`src/pkg/acrr_regs.vh`:
```
// Register offsets, fields, reset values and codes of the converter control block
`ifndef ACRR_REGS_VH
`define ACRR_REGS_VH

// ----------------------------------------------------------------------------
// Byte offsets
// ----------------------------------------------------------------------------
`define ACRR_OFF_CTRL    8'h00
`define ACRR_OFF_RESH    8'h04
`define ACRR_OFF_RESL    8'h08
`define ACRR_OFF_CLKCFG  8'h0C

// ----------------------------------------------------------------------------
// Control/status fields
// ----------------------------------------------------------------------------
`define ACRR_BIT_DONE    7
`define ACRR_BIT_IEN     6
`define ACRR_BIT_CONT    5
`define ACRR_CH_MSB      4
`define ACRR_CH_LSB      0
`define ACRR_CTRL_RST    8'h1F

// ----------------------------------------------------------------------------
// Clock configuration fields
// ----------------------------------------------------------------------------
`define ACRR_DIV_MSB     7
`define ACRR_DIV_LSB     5
`define ACRR_BIT_ICLK    4
`define ACRR_MODE_MSB    3
`define ACRR_MODE_LSB    2
`define ACRR_CLKCFG_RST  8'h04

// ----------------------------------------------------------------------------
// Codes
// ----------------------------------------------------------------------------
`define ACRR_MODE_TRUNC  2'h0
`define ACRR_MODE_RIGHT  2'h1
`define ACRR_MODE_LEFT   2'h2
`define ACRR_MODE_SLEFT  2'h3
`define ACRR_CH_REFH     5'h1D
`define ACRR_CH_REFL     5'h1E
`define ACRR_CH_OFF      5'h1F
`define ACRR_CONV_MIN    5'h10

`endif

```
`src/design/acrr_adc_ctrl.v`:
```
// Converter control, clock prescaler and result registers behind an AHB-Lite slave
// Notes on behaviour
// - Done flag set per conversion, cleared by result read
// - Interrupt enable set: done flag never set
// - Interrupt enable raises request at conversion end
// - Result read or control write drops request
// - Continuous bit converts back to back
// - Single mode: one conversion per control write
// - Five-bit channel code, zero to seven external
// - Codes 1D and 1E route references
// - All-ones channel powers converter off
// - Unused channel codes give undefined results
// - Left mode: bits 9..2 high, 1..0 low top
// - Right mode: two MSBs high, eight low
// - Signed left mode inverts result top bit
// - Ten-bit modes: high read freezes low
// - Truncation: bits 9..2 low, no interlock
// - Prescale divides by 1,2,4,8,16
// - Clock select one bus, zero crystal
// - Justification codes; reset selects right justified
// - Result registers update per completed conversion, except while the low half is held
// - Conversion takes 16 to 17 converter clocks
// - Continuous results overwrite unread ones unless the low half is held
// - Core codes span reference low to high
`timescale 1ns/1ns
`include "acrr_regs.vh"

module acrr_adc_ctrl
(
	// Clock and reset
	input  wire        sys_clk,
	input  wire        rst_b,
	// AHB-Lite slave
	input  wire        hsel,
	input  wire [31:0] haddr,
	input  wire [1:0]  htrans,
	input  wire        hwrite,
	input  wire [2:0]  hsize,
	input  wire [31:0] hwdata,
	input  wire        hready,
	output wire [31:0] hrdata,
	output wire        hreadyout,
	output wire        hresp,
	// Converter input clock sources
	input  wire        crystalOscillatorClock,
	// Analog core
	output reg         coreStart,
	output reg  [4:0]  coreChannel,
	output reg         coreClock,
	output reg         corePowerOff,
	output reg         coreSelRefHigh,
	output reg         coreSelRefLow,
	input  wire        coreDone,
	input  wire [9:0]  coreResult,
	// Interrupt request
	output reg         conversionIrq
);

	// ------------------------------------------------------------------------
	// Registers
	// ------------------------------------------------------------------------
	reg        doneFlag_reg;
	reg        irqEnable_reg;
	reg        continuous_reg;
	reg  [4:0] channel_reg;
	reg  [2:0] prescale_reg;
	reg        clockSource_reg;
	reg  [1:0] justify_reg;
	reg  [7:0] resultHigh_reg;
	reg  [7:0] resultLow_reg;
	reg        frozen_reg;
	reg        busy_reg;
	reg        pending_reg;
	reg  [4:0] cycleCount_reg;
	reg  [3:0] divCount_reg;
	reg  [2:0] xtalSync_reg;
	reg        xtalLevel_reg;
	reg  [2:0] doneSync_reg;
	reg        doneLevel_reg;
	reg        apValid_reg;
	reg        apWrite_reg;
	reg  [7:0] apAddr_reg;
	reg  [31:0] rdata_reg;

	// ------------------------------------------------------------------------
	// Bus decode
	// ------------------------------------------------------------------------
	wire       apTake   = hsel && hready && htrans[1];
	wire       wrCtrl   = apValid_reg && apWrite_reg && (apAddr_reg == `ACRR_OFF_CTRL);
	wire       wrClk    = apValid_reg && apWrite_reg && (apAddr_reg == `ACRR_OFF_CLKCFG);
	wire       rdHigh   = apTake && !hwrite && (haddr[7:0] == `ACRR_OFF_RESH);
	wire       rdLow    = apTake && !hwrite && (haddr[7:0] == `ACRR_OFF_RESL);
	wire       tenBit   = (justify_reg != `ACRR_MODE_TRUNC);

	assign hreadyout = 1'b1;
	assign hresp     = 1'b0;
	assign hrdata    = rdata_reg;

	// ------------------------------------------------------------------------
	// Input clock edge generation from sampled sources
	// ------------------------------------------------------------------------
	wire xtalRise = (xtalSync_reg[2] == xtalSync_reg[1]) && xtalSync_reg[1] && !xtalLevel_reg;
	wire srcTick  = clockSource_reg ? 1'b1 : xtalRise;

	function [3:0] divLimit;
		input [2:0] code;
		begin
			case (code)
				3'h0: divLimit = 4'h0;
				3'h1: divLimit = 4'h1;
				3'h2: divLimit = 4'h3;
				3'h3: divLimit = 4'h7;
				default: divLimit = 4'hF;
			endcase
		end
	endfunction

	// Converter clock toggles once per divided period, so only a wrap with the clock low marks a rising edge
	wire divWrap  = srcTick && (divCount_reg >= divLimit(prescale_reg));
	wire coreDoneRise = (doneSync_reg[2] == doneSync_reg[1]) && doneSync_reg[1] && !doneLevel_reg;

	// ------------------------------------------------------------------------
	// Result formatting
	// ------------------------------------------------------------------------
	reg [7:0] fmtHigh;
	reg [7:0] fmtLow;
	always @*
	begin
		case (justify_reg)
			`ACRR_MODE_RIGHT:
			begin
				fmtHigh = {6'h00, coreResult[9:8]};
				fmtLow  = coreResult[7:0];
			end
			`ACRR_MODE_LEFT:
			begin
				fmtHigh = coreResult[9:2];
				fmtLow  = {coreResult[1:0], 6'h00};
			end
			`ACRR_MODE_SLEFT:
			begin
				fmtHigh = {~coreResult[9], coreResult[8:2]};
				fmtLow  = {coreResult[1:0], 6'h00};
			end
			default:
			begin
				fmtHigh = 8'h00;
				fmtLow  = coreResult[9:2];
			end
		endcase
	end

	// Discard results while low half is held
	wire storeResult = coreDoneRise && busy_reg && !(tenBit && (frozen_reg || rdHigh));
	wire convEnd     = coreDoneRise && busy_reg;

	// ------------------------------------------------------------------------
	// Reset values
	// ------------------------------------------------------------------------
	localparam [7:0] CTRL_RST   = `ACRR_CTRL_RST;
	localparam [7:0] CLKCFG_RST = `ACRR_CLKCFG_RST;

	// ------------------------------------------------------------------------
	// Bus capture and read data
	// ------------------------------------------------------------------------
	always @(posedge sys_clk or negedge rst_b)
	begin
		if (!rst_b)
		begin
			apValid_reg <= 1'b0;
			apWrite_reg <= 1'b0;
			apAddr_reg  <= 8'h00;
			rdata_reg   <= 32'h0000_0000;
		end
		else
		begin
			apValid_reg <= apTake;
			apWrite_reg <= hwrite;
			apAddr_reg  <= haddr[7:0];
			if (apTake && !hwrite)
			begin
				case (haddr[7:0])
					`ACRR_OFF_CTRL:
						rdata_reg <= {24'h000000, doneFlag_reg && !irqEnable_reg, irqEnable_reg,
							continuous_reg, channel_reg};
					`ACRR_OFF_RESH:   rdata_reg <= {24'h000000, resultHigh_reg};
					`ACRR_OFF_RESL:   rdata_reg <= {24'h000000, resultLow_reg};
					`ACRR_OFF_CLKCFG:
						rdata_reg <= {24'h000000, prescale_reg, clockSource_reg, justify_reg, 2'h0};
					default:          rdata_reg <= 32'h0000_0000;
				endcase
			end
		end
	end

	// ------------------------------------------------------------------------
	// Pin synchronisers
	// ------------------------------------------------------------------------
	always @(posedge sys_clk or negedge rst_b)
	begin
		if (!rst_b)
		begin
			xtalSync_reg  <= 3'h0;
			xtalLevel_reg <= 1'b0;
			doneSync_reg  <= 3'h0;
			doneLevel_reg <= 1'b0;
		end
		else
		begin
			xtalSync_reg <= {xtalSync_reg[1:0], crystalOscillatorClock};
			if (xtalSync_reg[2] == xtalSync_reg[1])
				xtalLevel_reg <= xtalSync_reg[1];
			doneSync_reg <= {doneSync_reg[1:0], coreDone};
			if (doneSync_reg[2] == doneSync_reg[1])
				doneLevel_reg <= doneSync_reg[1];
		end
	end

	// ------------------------------------------------------------------------
	// Prescaler
	// ------------------------------------------------------------------------
	always @(posedge sys_clk or negedge rst_b)
	begin
		if (!rst_b)
		begin
			divCount_reg <= 4'h0;
			coreClock    <= 1'b0;
		end
		else
		begin
			if (divWrap)
				divCount_reg <= 4'h0;
			else if (srcTick)
				divCount_reg <= divCount_reg + 4'h1;
			if (divWrap)
				coreClock <= ~coreClock;
		end
	end

	// ------------------------------------------------------------------------
	// Configuration registers; done flag position is ignored on write
	// ------------------------------------------------------------------------
	always @(posedge sys_clk or negedge rst_b)
	begin
		if (!rst_b)
		begin
			irqEnable_reg   <= CTRL_RST[`ACRR_BIT_IEN];
			continuous_reg  <= CTRL_RST[`ACRR_BIT_CONT];
			channel_reg     <= CTRL_RST[`ACRR_CH_MSB:`ACRR_CH_LSB];
			prescale_reg    <= CLKCFG_RST[`ACRR_DIV_MSB:`ACRR_DIV_LSB];
			clockSource_reg <= CLKCFG_RST[`ACRR_BIT_ICLK];
			justify_reg     <= CLKCFG_RST[`ACRR_MODE_MSB:`ACRR_MODE_LSB];
		end
		else
		begin
			if (wrCtrl)
			begin
				irqEnable_reg  <= hwdata[`ACRR_BIT_IEN];
				continuous_reg <= hwdata[`ACRR_BIT_CONT];
				channel_reg    <= hwdata[`ACRR_CH_MSB:`ACRR_CH_LSB];
			end
			if (wrClk)
			begin
				prescale_reg    <= hwdata[`ACRR_DIV_MSB:`ACRR_DIV_LSB];
				clockSource_reg <= hwdata[`ACRR_BIT_ICLK];
				justify_reg     <= hwdata[`ACRR_MODE_MSB:`ACRR_MODE_LSB];
			end
		end
	end

	// ------------------------------------------------------------------------
	// Channel routing to core
	// ------------------------------------------------------------------------
	always @(posedge sys_clk or negedge rst_b)
	begin
		if (!rst_b)
		begin
			coreChannel    <= `ACRR_CH_OFF;
			corePowerOff   <= 1'b1;
			coreSelRefHigh <= 1'b0;
			coreSelRefLow  <= 1'b0;
		end
		else
		begin
			coreChannel    <= channel_reg;
			corePowerOff   <= (channel_reg == `ACRR_CH_OFF);
			coreSelRefHigh <= (channel_reg == `ACRR_CH_REFH);
			coreSelRefLow  <= (channel_reg == `ACRR_CH_REFL);
		end
	end

	// ------------------------------------------------------------------------
	// Result registers and interlock
	// ------------------------------------------------------------------------
	always @(posedge sys_clk or negedge rst_b)
	begin
		if (!rst_b)
		begin
			frozen_reg     <= 1'b0;
			resultHigh_reg <= 8'h00;
			resultLow_reg  <= 8'h00;
		end
		else
		begin
			if (tenBit && rdHigh)
				frozen_reg <= 1'b1;
			else if (rdLow || !tenBit)
				frozen_reg <= 1'b0;
			if (storeResult)
			begin
				resultHigh_reg <= fmtHigh;
				resultLow_reg  <= fmtLow;
			end
		end
	end

	// ------------------------------------------------------------------------
	// Done flag and interrupt request; set beats clear
	// ------------------------------------------------------------------------
	always @(posedge sys_clk or negedge rst_b)
	begin
		if (!rst_b)
		begin
			doneFlag_reg  <= 1'b0;
			conversionIrq <= 1'b0;
		end
		else
		begin
			if (convEnd && !irqEnable_reg)
				doneFlag_reg <= 1'b1;
			else if (rdHigh || rdLow)
				doneFlag_reg <= 1'b0;
			if (convEnd && irqEnable_reg)
				conversionIrq <= 1'b1;
			else if (rdHigh || rdLow || wrCtrl)
				conversionIrq <= 1'b0;
		end
	end

	// ------------------------------------------------------------------------
	// Conversion sequencing, counted in converter clock edges
	// ------------------------------------------------------------------------
	always @(posedge sys_clk or negedge rst_b)
	begin
		if (!rst_b)
		begin
			coreStart      <= 1'b0;
			busy_reg       <= 1'b0;
			pending_reg    <= 1'b0;
			cycleCount_reg <= 5'h00;
		end
		else
		begin
			coreStart <= 1'b0;
			if (wrCtrl)
			begin
				busy_reg    <= 1'b0;
				pending_reg <= (hwdata[`ACRR_CH_MSB:`ACRR_CH_LSB] != `ACRR_CH_OFF);
			end
			else if (pending_reg && divWrap && !coreClock)
			begin
				pending_reg    <= 1'b0;
				busy_reg       <= 1'b1;
				coreStart      <= 1'b1;
				cycleCount_reg <= 5'h00;
			end
			else if (busy_reg)
			begin
				if (divWrap && !coreClock && cycleCount_reg != 5'h1F)
					cycleCount_reg <= cycleCount_reg + 5'h01;
				if (convEnd)
				begin
					busy_reg    <= 1'b0;
					pending_reg <= continuous_reg && !corePowerOff;
				end
			end
		end
	end

endmodule

```
`config.mk`:
```
export PLATFORM = sky130hd
export DESIGN_NAME = acrr_adc_ctrl
export DESIGN_NICKNAME = d
export VERILOG_FILES = /design/src/design/acrr_adc_ctrl.v
export VERILOG_INCLUDE_DIRS = /design/src /design/src/pkg
export SDC_FILE = /design/constraint.sdc
export NUM_CORES = 1
export LEC_CHECK = 0
export ABC_AREA = 1
export BUFFER_PORTS_ARGS = -buffer_cell sky130_fd_sc_hd__buf_2
export CORE_ASPECT_RATIO = 1.25
export CORE_MARGIN = 2
export CORE_UTILIZATION = 45
export DETAILED_ROUTE_END_ITERATION = 7
export PLACE_DENSITY = 0.77
export RECOVER_POWER = 25
export SLEW_MARGIN = 20
export SYNTH_ARGS = -nofsm -noshare
export SYNTH_HDL_FRONTEND = slang
export SYNTH_SLANG_ARGS = --single-unit
```
`constraint.sdc`:
```
create_clock -name sys_clk -period 1.7 [get_ports sys_clk]
set_clock_uncertainty 0.15 [all_clocks]
set_input_delay 0.085 -clock sys_clk [delete_from_list [all_inputs] [get_ports sys_clk]]
set_output_delay 0.085 -clock sys_clk [all_outputs]
set_load 0.05 [all_outputs]
```
==> reports/metrics.yaml, run 1 <==
grt_pass1_wl_um: 12100
rsz0062_at_grt: "yes"
rows: 36
setup_violations: 0
cts_buffer_depth: 2
synth-main-ff-cell: "dfrtp_1"
fmax_ghz: 0.603
gr-total-overflow: 0
syn_to_final_growth_pct: 25.9
dieHeight_um: 103
die-area_sq_um: 8570
ys_ff_latch: 74
slowest_stage: "dfrtp_2"
drtAntennaViolNets: 0
diodes: 0
clock_latency_ps: 350
wl_per_cell_um: 12.7
final_max_slew_viol_count: 0
crit_end: "pending_reg"
cts.htree.levels: 3
clockRootBuffer: "clkbuf_8"
core_area_sq_um: 7700
layout.nets: 597
r2r_slack_ps: 40
clk_pin_slew_worst_paths_ps: 80
seq_area_frac_synth_pct: 52.9
p_seq_share_pct: 49.1
grt_pass1_vias: 2756
layout_min_cycle_time_ps: 1660
netlist_area_sq_um: 3530
crit_start: "prescale_reg[2]"
slew_headroom_pct: 35.9
power_density_nw_per_um2: 979
pwr-share-comb_pct: 20.3
avgSynthCellArea_sq_um: 8.76
drc: 0
cp_slowest_stage_delay_ps: 430
synth-edff-count: 0
cp.arrival_ps: 1780
status: "completed"
p_leak_uw: 0.00240
min_period_over_period_pct: 97.6
cp_cell_sequence: "inv_1 -> ha_1 -> a21oi_1 -> nand3_2 -> nand4_1 -> nand2_1 -> a21oi_1"
max_slew.worst_pin.slew_ps: 961
io-pin-count: 131
yosys_warnings: 0
drtPass1Iterations: 4
post_drt_via_cell_ratio: 4.89
grt.total_usage_pct: 17.9
p_sw_share_pct: 31.3
clock-sinks: 74
wirelength_um: 7670
antenna_found_initial: 0
drtIter0Drc: 144
worstSetupEndpointType: "register"
vias: 2955
syn_inst: 403
dp_hpwl_um: 5260
intPower_uw: 2990
cts_buffers: 9
synthArstFlopShare_pct: 100
hold_path_class: "input port to register"
ir_worst_vdd_mv: 0.564
fin_area_sq_um: 4440
gp_congestion: 0.815
r2r_start: "prescale_reg[2]"
cp_common_cell: "a21oi_1"
switchingPower_uw: 1360
cts_tree: "built"
tns_ps: 0
regToRegEndpoint: "pending_reg"
chipWidth_um: 83.2
placed_area_sq_um: 3880
required_ps: 1830
start_util_pct: 45.8
hold_viol: 0
path_max_fanout: 5
r2r_cells: 7
drive_gt1_share_pct: 21.8
critPathLaunchType: "register"
path_class: "register to register"
grt_start_max_net_pins: 75
portBuffers: 52
synth_cell_types: 30
p_clk_share_pct: 30.6
maxCapViolCount: 0
-- what timing repair did --
item | in CTS | in global routing
pin swaps | 0 | 5
hold endpoints to repair | 111 | 0
hold buffers | 29 | 0
gates resized for setup | 1 | 11
cloned | 0 | 1
setup endpoints to repair | 1 | 28
buffers inserted | 0 | 5
-- cells in the mapped netlist, types with 2 or more instances --
master	number	area share [%]
o221ai_1	2	0.50
a21oi_1	8	1.1
clkbuf_1	8	0.85
ha_1	7	2.5
nand3b_1	5	1.1
inv_1	47	5.0
o21ai_0	18	2.6
nor2_1	15	1.6
mux2_2	2	0.64
dfrtp_1	62	44
conb_1	2	0.21
nand2_1	102	11
nor4_1	4	0.71
dfstp_2	12	8.9
xor2_1	3	0.74
nand2_4	2	0.64
nor3_1	2	0.28
buf_4	26	5.5
nand3_1	50	7.1
o22ai_1	7	1.2
nand4_1	10	1.8
-- layout make-up --
type                    instances  area, sq um
multi-input cells             269         1380
inverters                      49          188
repair buffers                101          692
well taps                      95          119
fillers                       643         3260
clock buffers                  12          176
clock inverters                 4         21.3
flip-flops and latches         74         1870
-- worst min-delay path by stage --
stage / end / startpoint / slack, ps / cells past startpoint
2_1_floorplan: apAddr_reg[0] / rst_b / -360 / 0
3_3_place_gp: xtalSync_reg[2] / rst_b / -10 / 2
3_5_place_dp: xtalLevel_reg / rst_b / -9 / 2
4_1_cts: resultLow_reg[1] / coreResult[1] / 0.6 / 5
5_1_grt: resultLow_reg[0] / coreResult[0] / 30 / 5
6_report: resultLow_reg[0] / coreResult[0] / 20 / 5
-- critical path, delay by kind of cell (launching register included) --
family,cells,cell delay [ps]
flops,1,430
simple gates,3,310
compound gates,2,300
fa+ha+maj,1,330
buf+inv,1,70
-- power by group through the flow --
stage | sequential, uW | combinational (uW) | clock, uW
global route | 2160 | 997 | 1440
detailed placement | 2170 | 814 | 0
floorplan | 2200 | 577 | 0
CTS | 2130 | 871 | 1350
global placement | 2150 | 772 | 0
finish | 2140 | 882 | 1330
-- layer usage --
layer,up-vias,wire [um],global-route usage [%]
li1,1454,-,-
met1,1423,3110,20.2
met2,69,4130,33.4
met3,9,357,4.72
met4,0,78,6.05
met5,-,0,0
-- cell families (layout without fill, tap and decap cells) --
| kind of cell | Yosys count | count (layout) | share of synthesized area, % |
|---|---|---|---|
| multiplexers | 2 | 2 | 0.638 |
| other | 2 | 26 | 0.213 |
| XOR/XNOR | 3 | 3 | 0.745 |
| AND/OR/NAND/NOR | 194 | 195 | 25.2 |
| adder cells (fa/ha/maj) | 7 | 7 | 2.48 |
| buffers and inverters | 85 | 166 | 12.2 |
| flip-flops | 74 | 74 | 52.9 |
| AO/OA/AOI/OAI | 36 | 36 | 5.64 |
-- stage by stage --
step	hold slack [ps]	total power [uW]	worst slack (ps)	instances	util [%]
2_1_floorplan	-361	2780	58.3	427	-
3_3_place_gp	-12.2	2920	48.3	553	50.3
3_5_place_dp	-8.60	2980	6.61	553	50.3
4_1_cts	0.627	4350	22.7	598	56.7
5_1_grt	31.9	4600	-110	604	57.7
6_report	22.0	4350	41.0	604	57.7
-- layout by cell type, fill, tap and decap left out, drive strengths merged, types with 8 or more instances in the layout --
| master | n |
|---|---|
| dfrtp | 62 |
| nand2 | 106 |
| inv | 49 |
| nand4 | 10 |
| dlygate4sd3 | 29 |
| nor2 | 15 |
| buf | 64 |
| a21oi | 8 |
| dfstp | 12 |
| clkbuf | 20 |
| conb | 26 |
| nand3 | 51 |
| o21ai | 18 |
Power figures use the tool's default switching activity.
==> run 2, diff against run 1 <==
Settings changed: CTS_CLUSTER_DIAMETER set to 80, PLACE_DENSITY 0.77 to 0.82.
==> run 2 against run 1 <==
Effect of this change:
- design area decreased by 0.34%
- die area stayed put
- first-iteration DRC count grew 49%
- combinational power up 2%
- core utilization shrank 0.20 points
- maximum frequency decreased by 2.2%
- via count is the same
- flip-flop and latch count stayed put
- global-route usage increased by 1.2 points
- cell count up 0.17%
- routed wire length is 1.7% higher
- setup slack lost 36 ps
- largest power group unchanged
==> reports/metrics.yaml, run 2 (synthesis gave the netlist of run 1 again) <==
status: "completed"
clockRootBuffer: "clkbuf_8"
layout_min_cycle_time_ps: 1700
grt_start_max_net_pins: 26
io-pin-count: 131
total_power_uw: 4230
worst_hold_startpoint: "coreResult[2]"
die-area_sq_um: 8570
regToRegEndpoint: "pending_reg"
required_ps: 1830
worstSetupEndpointType: "register"
grt.total_usage_pct: 19.2
critPathLaunchType: "register"
min_period_over_period_pct: 99.7
gp_congestion: 0.849
fmax_ghz: 0.590
drive_gt1_share_pct: 20.6
hold_path_end: "resultLow_reg[0]"
rsz0062_at_grt: "yes"
hold_viol: 0
antenna_found_initial: 0
dieHeight_um: 103
setup_violations: 0
p_leak_uw: 0.00237
r2r_cells: 9
wirelength_um: 7810
cp.arrival_ps: 1820
gr-total-overflow: 0
diodes: 0
drtAntennaViolNets: 0
chipWidth_um: 83.2
slew_headroom_pct: 37.7
drtPass1Iterations: 5
wl_per_cell_um: 12.9
clock-sinks: 74
ir_worst_vdd_mv: 0.764
power_density_nw_per_um2: 955
grt_pass1_wl_um: 13100
portBuffers: 52
dp_hpwl_um: 5740
clock_latency_ps: 350
cts_tree: "built"
path_class: "register to register"
r2r_slack_ps: 5
hold_path_class: "input port to register"
core_area_sq_um: 7700
path_max_fanout: 4
drc: 0
final_cell_mix: "100 x nand2_1, 60 x dfrtp_1, 47 x nand3_1"
cts_buffers: 9
rows: 36
cts.htree.levels: 3
clk_pin_slew_worst_paths_ps: 80
max_slew.worst_pin.slew_ps: 934
utilization_pct: 57.5
crit_start: "prescale_reg[1]"
layout.nets: 598
r2r_start: "prescale_reg[1]"
final_max_slew_viol_count: 0
drtIter0Drc: 215
layout_commonest_cell: "nand2_1"
cts_buffer_depth: 2
start_util_pct: 45.8
post_drt_via_cell_ratio: 4.88
whs_path_depth: 5
vias: 2955
syn_to_final_growth_pct: 25.5
instances_no_fill: 605
maxCapViolCount: 0
placed_cells: 557
grt_pass1_vias: 2930
[run 2: changes by cell type in the layout (fill, tap and decap cells not counted), moves of 2 or more]
cell,previous run,this run
buf_2,45,43
clkbuf_1,7,11
dfstp_1,1,5
clkinv_2,3,1
dfstp_2,11,7
inv_2,1,3
[run 2: how the worst max path moves through the flow]
stage | endpoint | slack, ps | cells past startpoint
2_1_floorplan | resultHigh_reg[0] | 60 | 7
3_3_place_gp | pending_reg | 50 | 8
3_5_place_dp | pending_reg | -10 | 8
4_1_cts | divCount_reg[0] | 4 | 8
5_1_grt | pending_reg | -80 | 9
6_report | pending_reg | 5 | 9
[run 2: stage by stage]
stage	cell area, sq um	worst slack [ps]	hold WS, ps	setup TNS, ps
2_1_floorplan	3620	58.3	-361	0
3_3_place_gp	3910	52.5	-118	0
3_5_place_dp	3910	-10.6	-107	-30.4
4_1_cts	4390	4.37	4.23	0
5_1_grt	4430	-77.6	48.1	-709
6_report	4430	4.53	9.94	0
[run 2: layout make-up]
type                       instances  area (sq um)
timing repair buffer             102           699
tap                               95           119
fill                             688          3270
clock inverter                     4          28.8
clock buffer                      12           145
sequential                        74          1870
inverter                          49           184
multi-input combinational        269          1380
[run 2: timing repair]
action                                 CTS  global route
pin swaps                                0             9
setup endpoints to repair                4            25
hold buffers                            30             0
gates cloned                             0             1
endpoints found under the hold margin   99             0
setup buffers                            1             0
resized for setup                        1            13
[run 2: critical path, stage by stage, from the launching register on]
cell	delay, ps
dfrtp_2	450
a21oi_2	150
ha_1	270
nand2_1	80
inv_1	50
nand2_1	80
nand3_2	90
nand4_1	120
nand2_1	80
a21oi_1	120
[run 2: per-layer routing]
layer  vias to the layer above  global-route usage (%)  part of all wire, %
li1                       1458                       -                    -
met2                        92                    35.0                   54
met5                         -                       0                    0
met1                      1392                    21.6                   39
met3                        13                    3.84                  5.0
met4                         0                    9.58                  1.7
[run 2: report_power, final]
part | internal (uW) | total [uW] | leakage (uW) | switching, uW
sequential | 1990 | 2140 | 0.000876 | 149
clock | 570 | 1200 | 0.0000826 | 626
combinational | 306 | 896 | 0.00141 | 589
total | 2870 | 4230 | 0.00237 | 1360
==> run 3, diff against run 2 <==
Settings changed: BUFFER_PORTS_ARGS -buffer_cell sky130_fd_sc_hd__buf_2 to -buffer_cell sky130_fd_sc_hd__clkbuf_2.
==> run 3 against run 2 <==
Effect of this change:
- the flow now finishes with violations (negative setup slack)
- sequential power about the same
- die area unchanged
- critical path depth down 1
- setup slack worse by 67 ps
- flip-flop and latch count unchanged
- register-to-register slack worse by 70 ps
- worst hold slack worse by 3.9 ps
- combinational power up 7.7%
- via count up 2.8%
- clock power up 13%
- maximum frequency down 3.8%
- largest cell class unchanged
- routed wire length up 3.7%
==> reports/metrics.yaml, run 3 (synthesis gave the netlist of run 1 again) <==
dp_hpwl_um: 5480
cp_cell_sequence: "nor2_4 -> nand2_2 -> ha_4 -> nand4_1 -> nand3_2 -> nand4_1 -> nand2_1 -> a21oi_2"
dieHeight_um: 103
status: "finished, violations left"
syn_to_final_growth_pct: 28.6
wl_per_cell_um: 13.3
clk_pin_slew_worst_paths_ps: 70
setup_violations: 5
worstSetupEndpointType: "register"
drc: 0
cts_buffers: 9
fmax_ghz: 0.567
rsz0062_at_grt: "yes"
drive_gt1_share_pct: 22.9
clock_latency_ps: 340
cpLargestDelayFamily: "simple AND/OR/NAND/NOR gates"
min_period_over_period_pct: 104
slowest_stage: "dfrtp_2"
layout_min_cycle_time_ps: 1760
ir_worst_vdd_mv: 0.704
required_ps: 1770
path_max_fanout: 4
hold_viol: 0
timing.hold.ws_ps: 6.09
met2_usage_pct: 33.6
gr-total-overflow: 0
slew_headroom_pct: 36.9
utilization_pct: 58.9
worst-path-buf-inv: 0
rows: 36
grt.total_usage_pct: 19.1
cp.arrival_ps: 1830
drtAntennaViolNets: 0
max_slew.worst_pin.slew_ps: 946
portBuffers: 52
grt_pass1_wl_um: 13100
maxCapViolCount: 0
vias: 3039
power_density_nw_per_um2: 987
met1_usage_pct: 22.1
critPathLaunchType: "register"
cts_tree: "built"
hold_path_class: "input port to register"
antenna_found_initial: 0
start_util_pct: 45.8
grt_start_max_net_pins: 75
clock-sinks: 74
layout.nets: 600
instances_no_fill: 607
post_drt_via_cell_ratio: 5.01
io-pin-count: 131
gr-usage-met3_pct: 2.32
path_class: "register to register"
setup_slack_ps: -62.6
cts_buffer_depth: 2
drtIter0Drc: 198
final_max_slew_viol_count: 0
gp_congestion: 0.850
p_leak_uw: 0.00241
drtPass1Iterations: 5
chipWidth_um: 83.2
clockRootBuffer: "clkbuf_8"
cp_slowest_stage_delay_ps: 450
grt_pass1_vias: 2914
wirelength_um: 8090
violations: "negative setup slack"
busiest_layer: "met2"
diodes: 0
final_cell_mix: "98 x nand2_1, 60 x dfrtp_1, 46 x nand3_1"
core_area_sq_um: 7700
die-area_sq_um: 8570
layout_commonest_cell: "nand2_1"
cts.htree.levels: 3
placed_cells: 555
cp_common_cell: "nand4_1"
## run 3: changes by cell type in the layout (fill, tap and decap cells not counted), moves of 2 or more
cell,previous run,this run
nand2_1,100,98
clkbuf_1,11,8
ha_1,7,5
buf_2,43,1
ha_4,0,2
clkbuf_2,0,43
clkinv_2,1,3
## run 3: worst reg2reg max path: stages (launching register included)
cell     delay (ps)
dfrtp_2         450
nor2_4          170
nand2_2          80
ha_4            260
nand4_1         120
nand3_2         100
nand4_1         130
nand2_1         120
a21oi_2          50
## run 3: cell type report
cell class	count	area (sq um)
clock buffer	11	151
clock inverter	5	52.6
fill	659	3170
inverter	49	188
multi-input combinational	269	1440
sequential	74	1870
tap	95	119
timing repair buffer	104	722
## run 3: path summary, 6_finish.rpt
kind / from / endpoint / slack, ps / depth (start not counted)
worst max-delay path: prescale_reg[1] / pending_reg / -60 / 8
worst min-delay path: coreResult[1] / resultLow_reg[1] / 6 / 5
worst max register to register: prescale_reg[1] / pending_reg / -60 / 8
worst min register to register: xtalSync_reg[0] / xtalSync_reg[1] / 210 / 0
max in group asynchronous: rst_b / prescale_reg[1] / 390 / 3
min in group asynchronous: rst_b / divCount_reg[1] / 360 / 3
## run 3: report_power, final
part | leakage [uW] | internal [uW] | switching, uW | total [uW]
sequential | 0.000878 | 1990 | 159 | 2150
combinational | 0.00142 | 346 | 619 | 965
clock | 0.000105 | 750 | 611 | 1360
## run 3: timing repair
| item | in CTS | in global routing |
|---|---|---|
| gates cloned | 0 | 1 |
| pin swaps | 0 | 12 |
| resized for setup | 1 | 25 |
| hold buffers | 31 | 0 |
| endpoints found under the hold margin | 114 | 0 |
| buffers inserted | 0 | 4 |
| endpoints found under the setup margin | 3 | 35 |
## run 3: layer usage
layer	vias to the layer above	wire [um]
met3	25	353
met4	0	255
met2	104	4330
li1	1466	-
met5	-	0
met1	1444	3160
## run 3: metrics by stage
stage | power [uW] | setup WS (ps) | instance area, sq um | setup TNS [ps]
final | 4480 | -62.6 | 4540 | -129
after global routing | 4720 | -162 | 4540 | -1090
after CTS | 4400 | 2.60 | 4410 | 0
after detailed placement | 2980 | -5.75 | 3890 | -9.04
after global placement | 2920 | 55.4 | 3890 | 0
after floorplan | 2780 | 58.3 | 3620 | 0
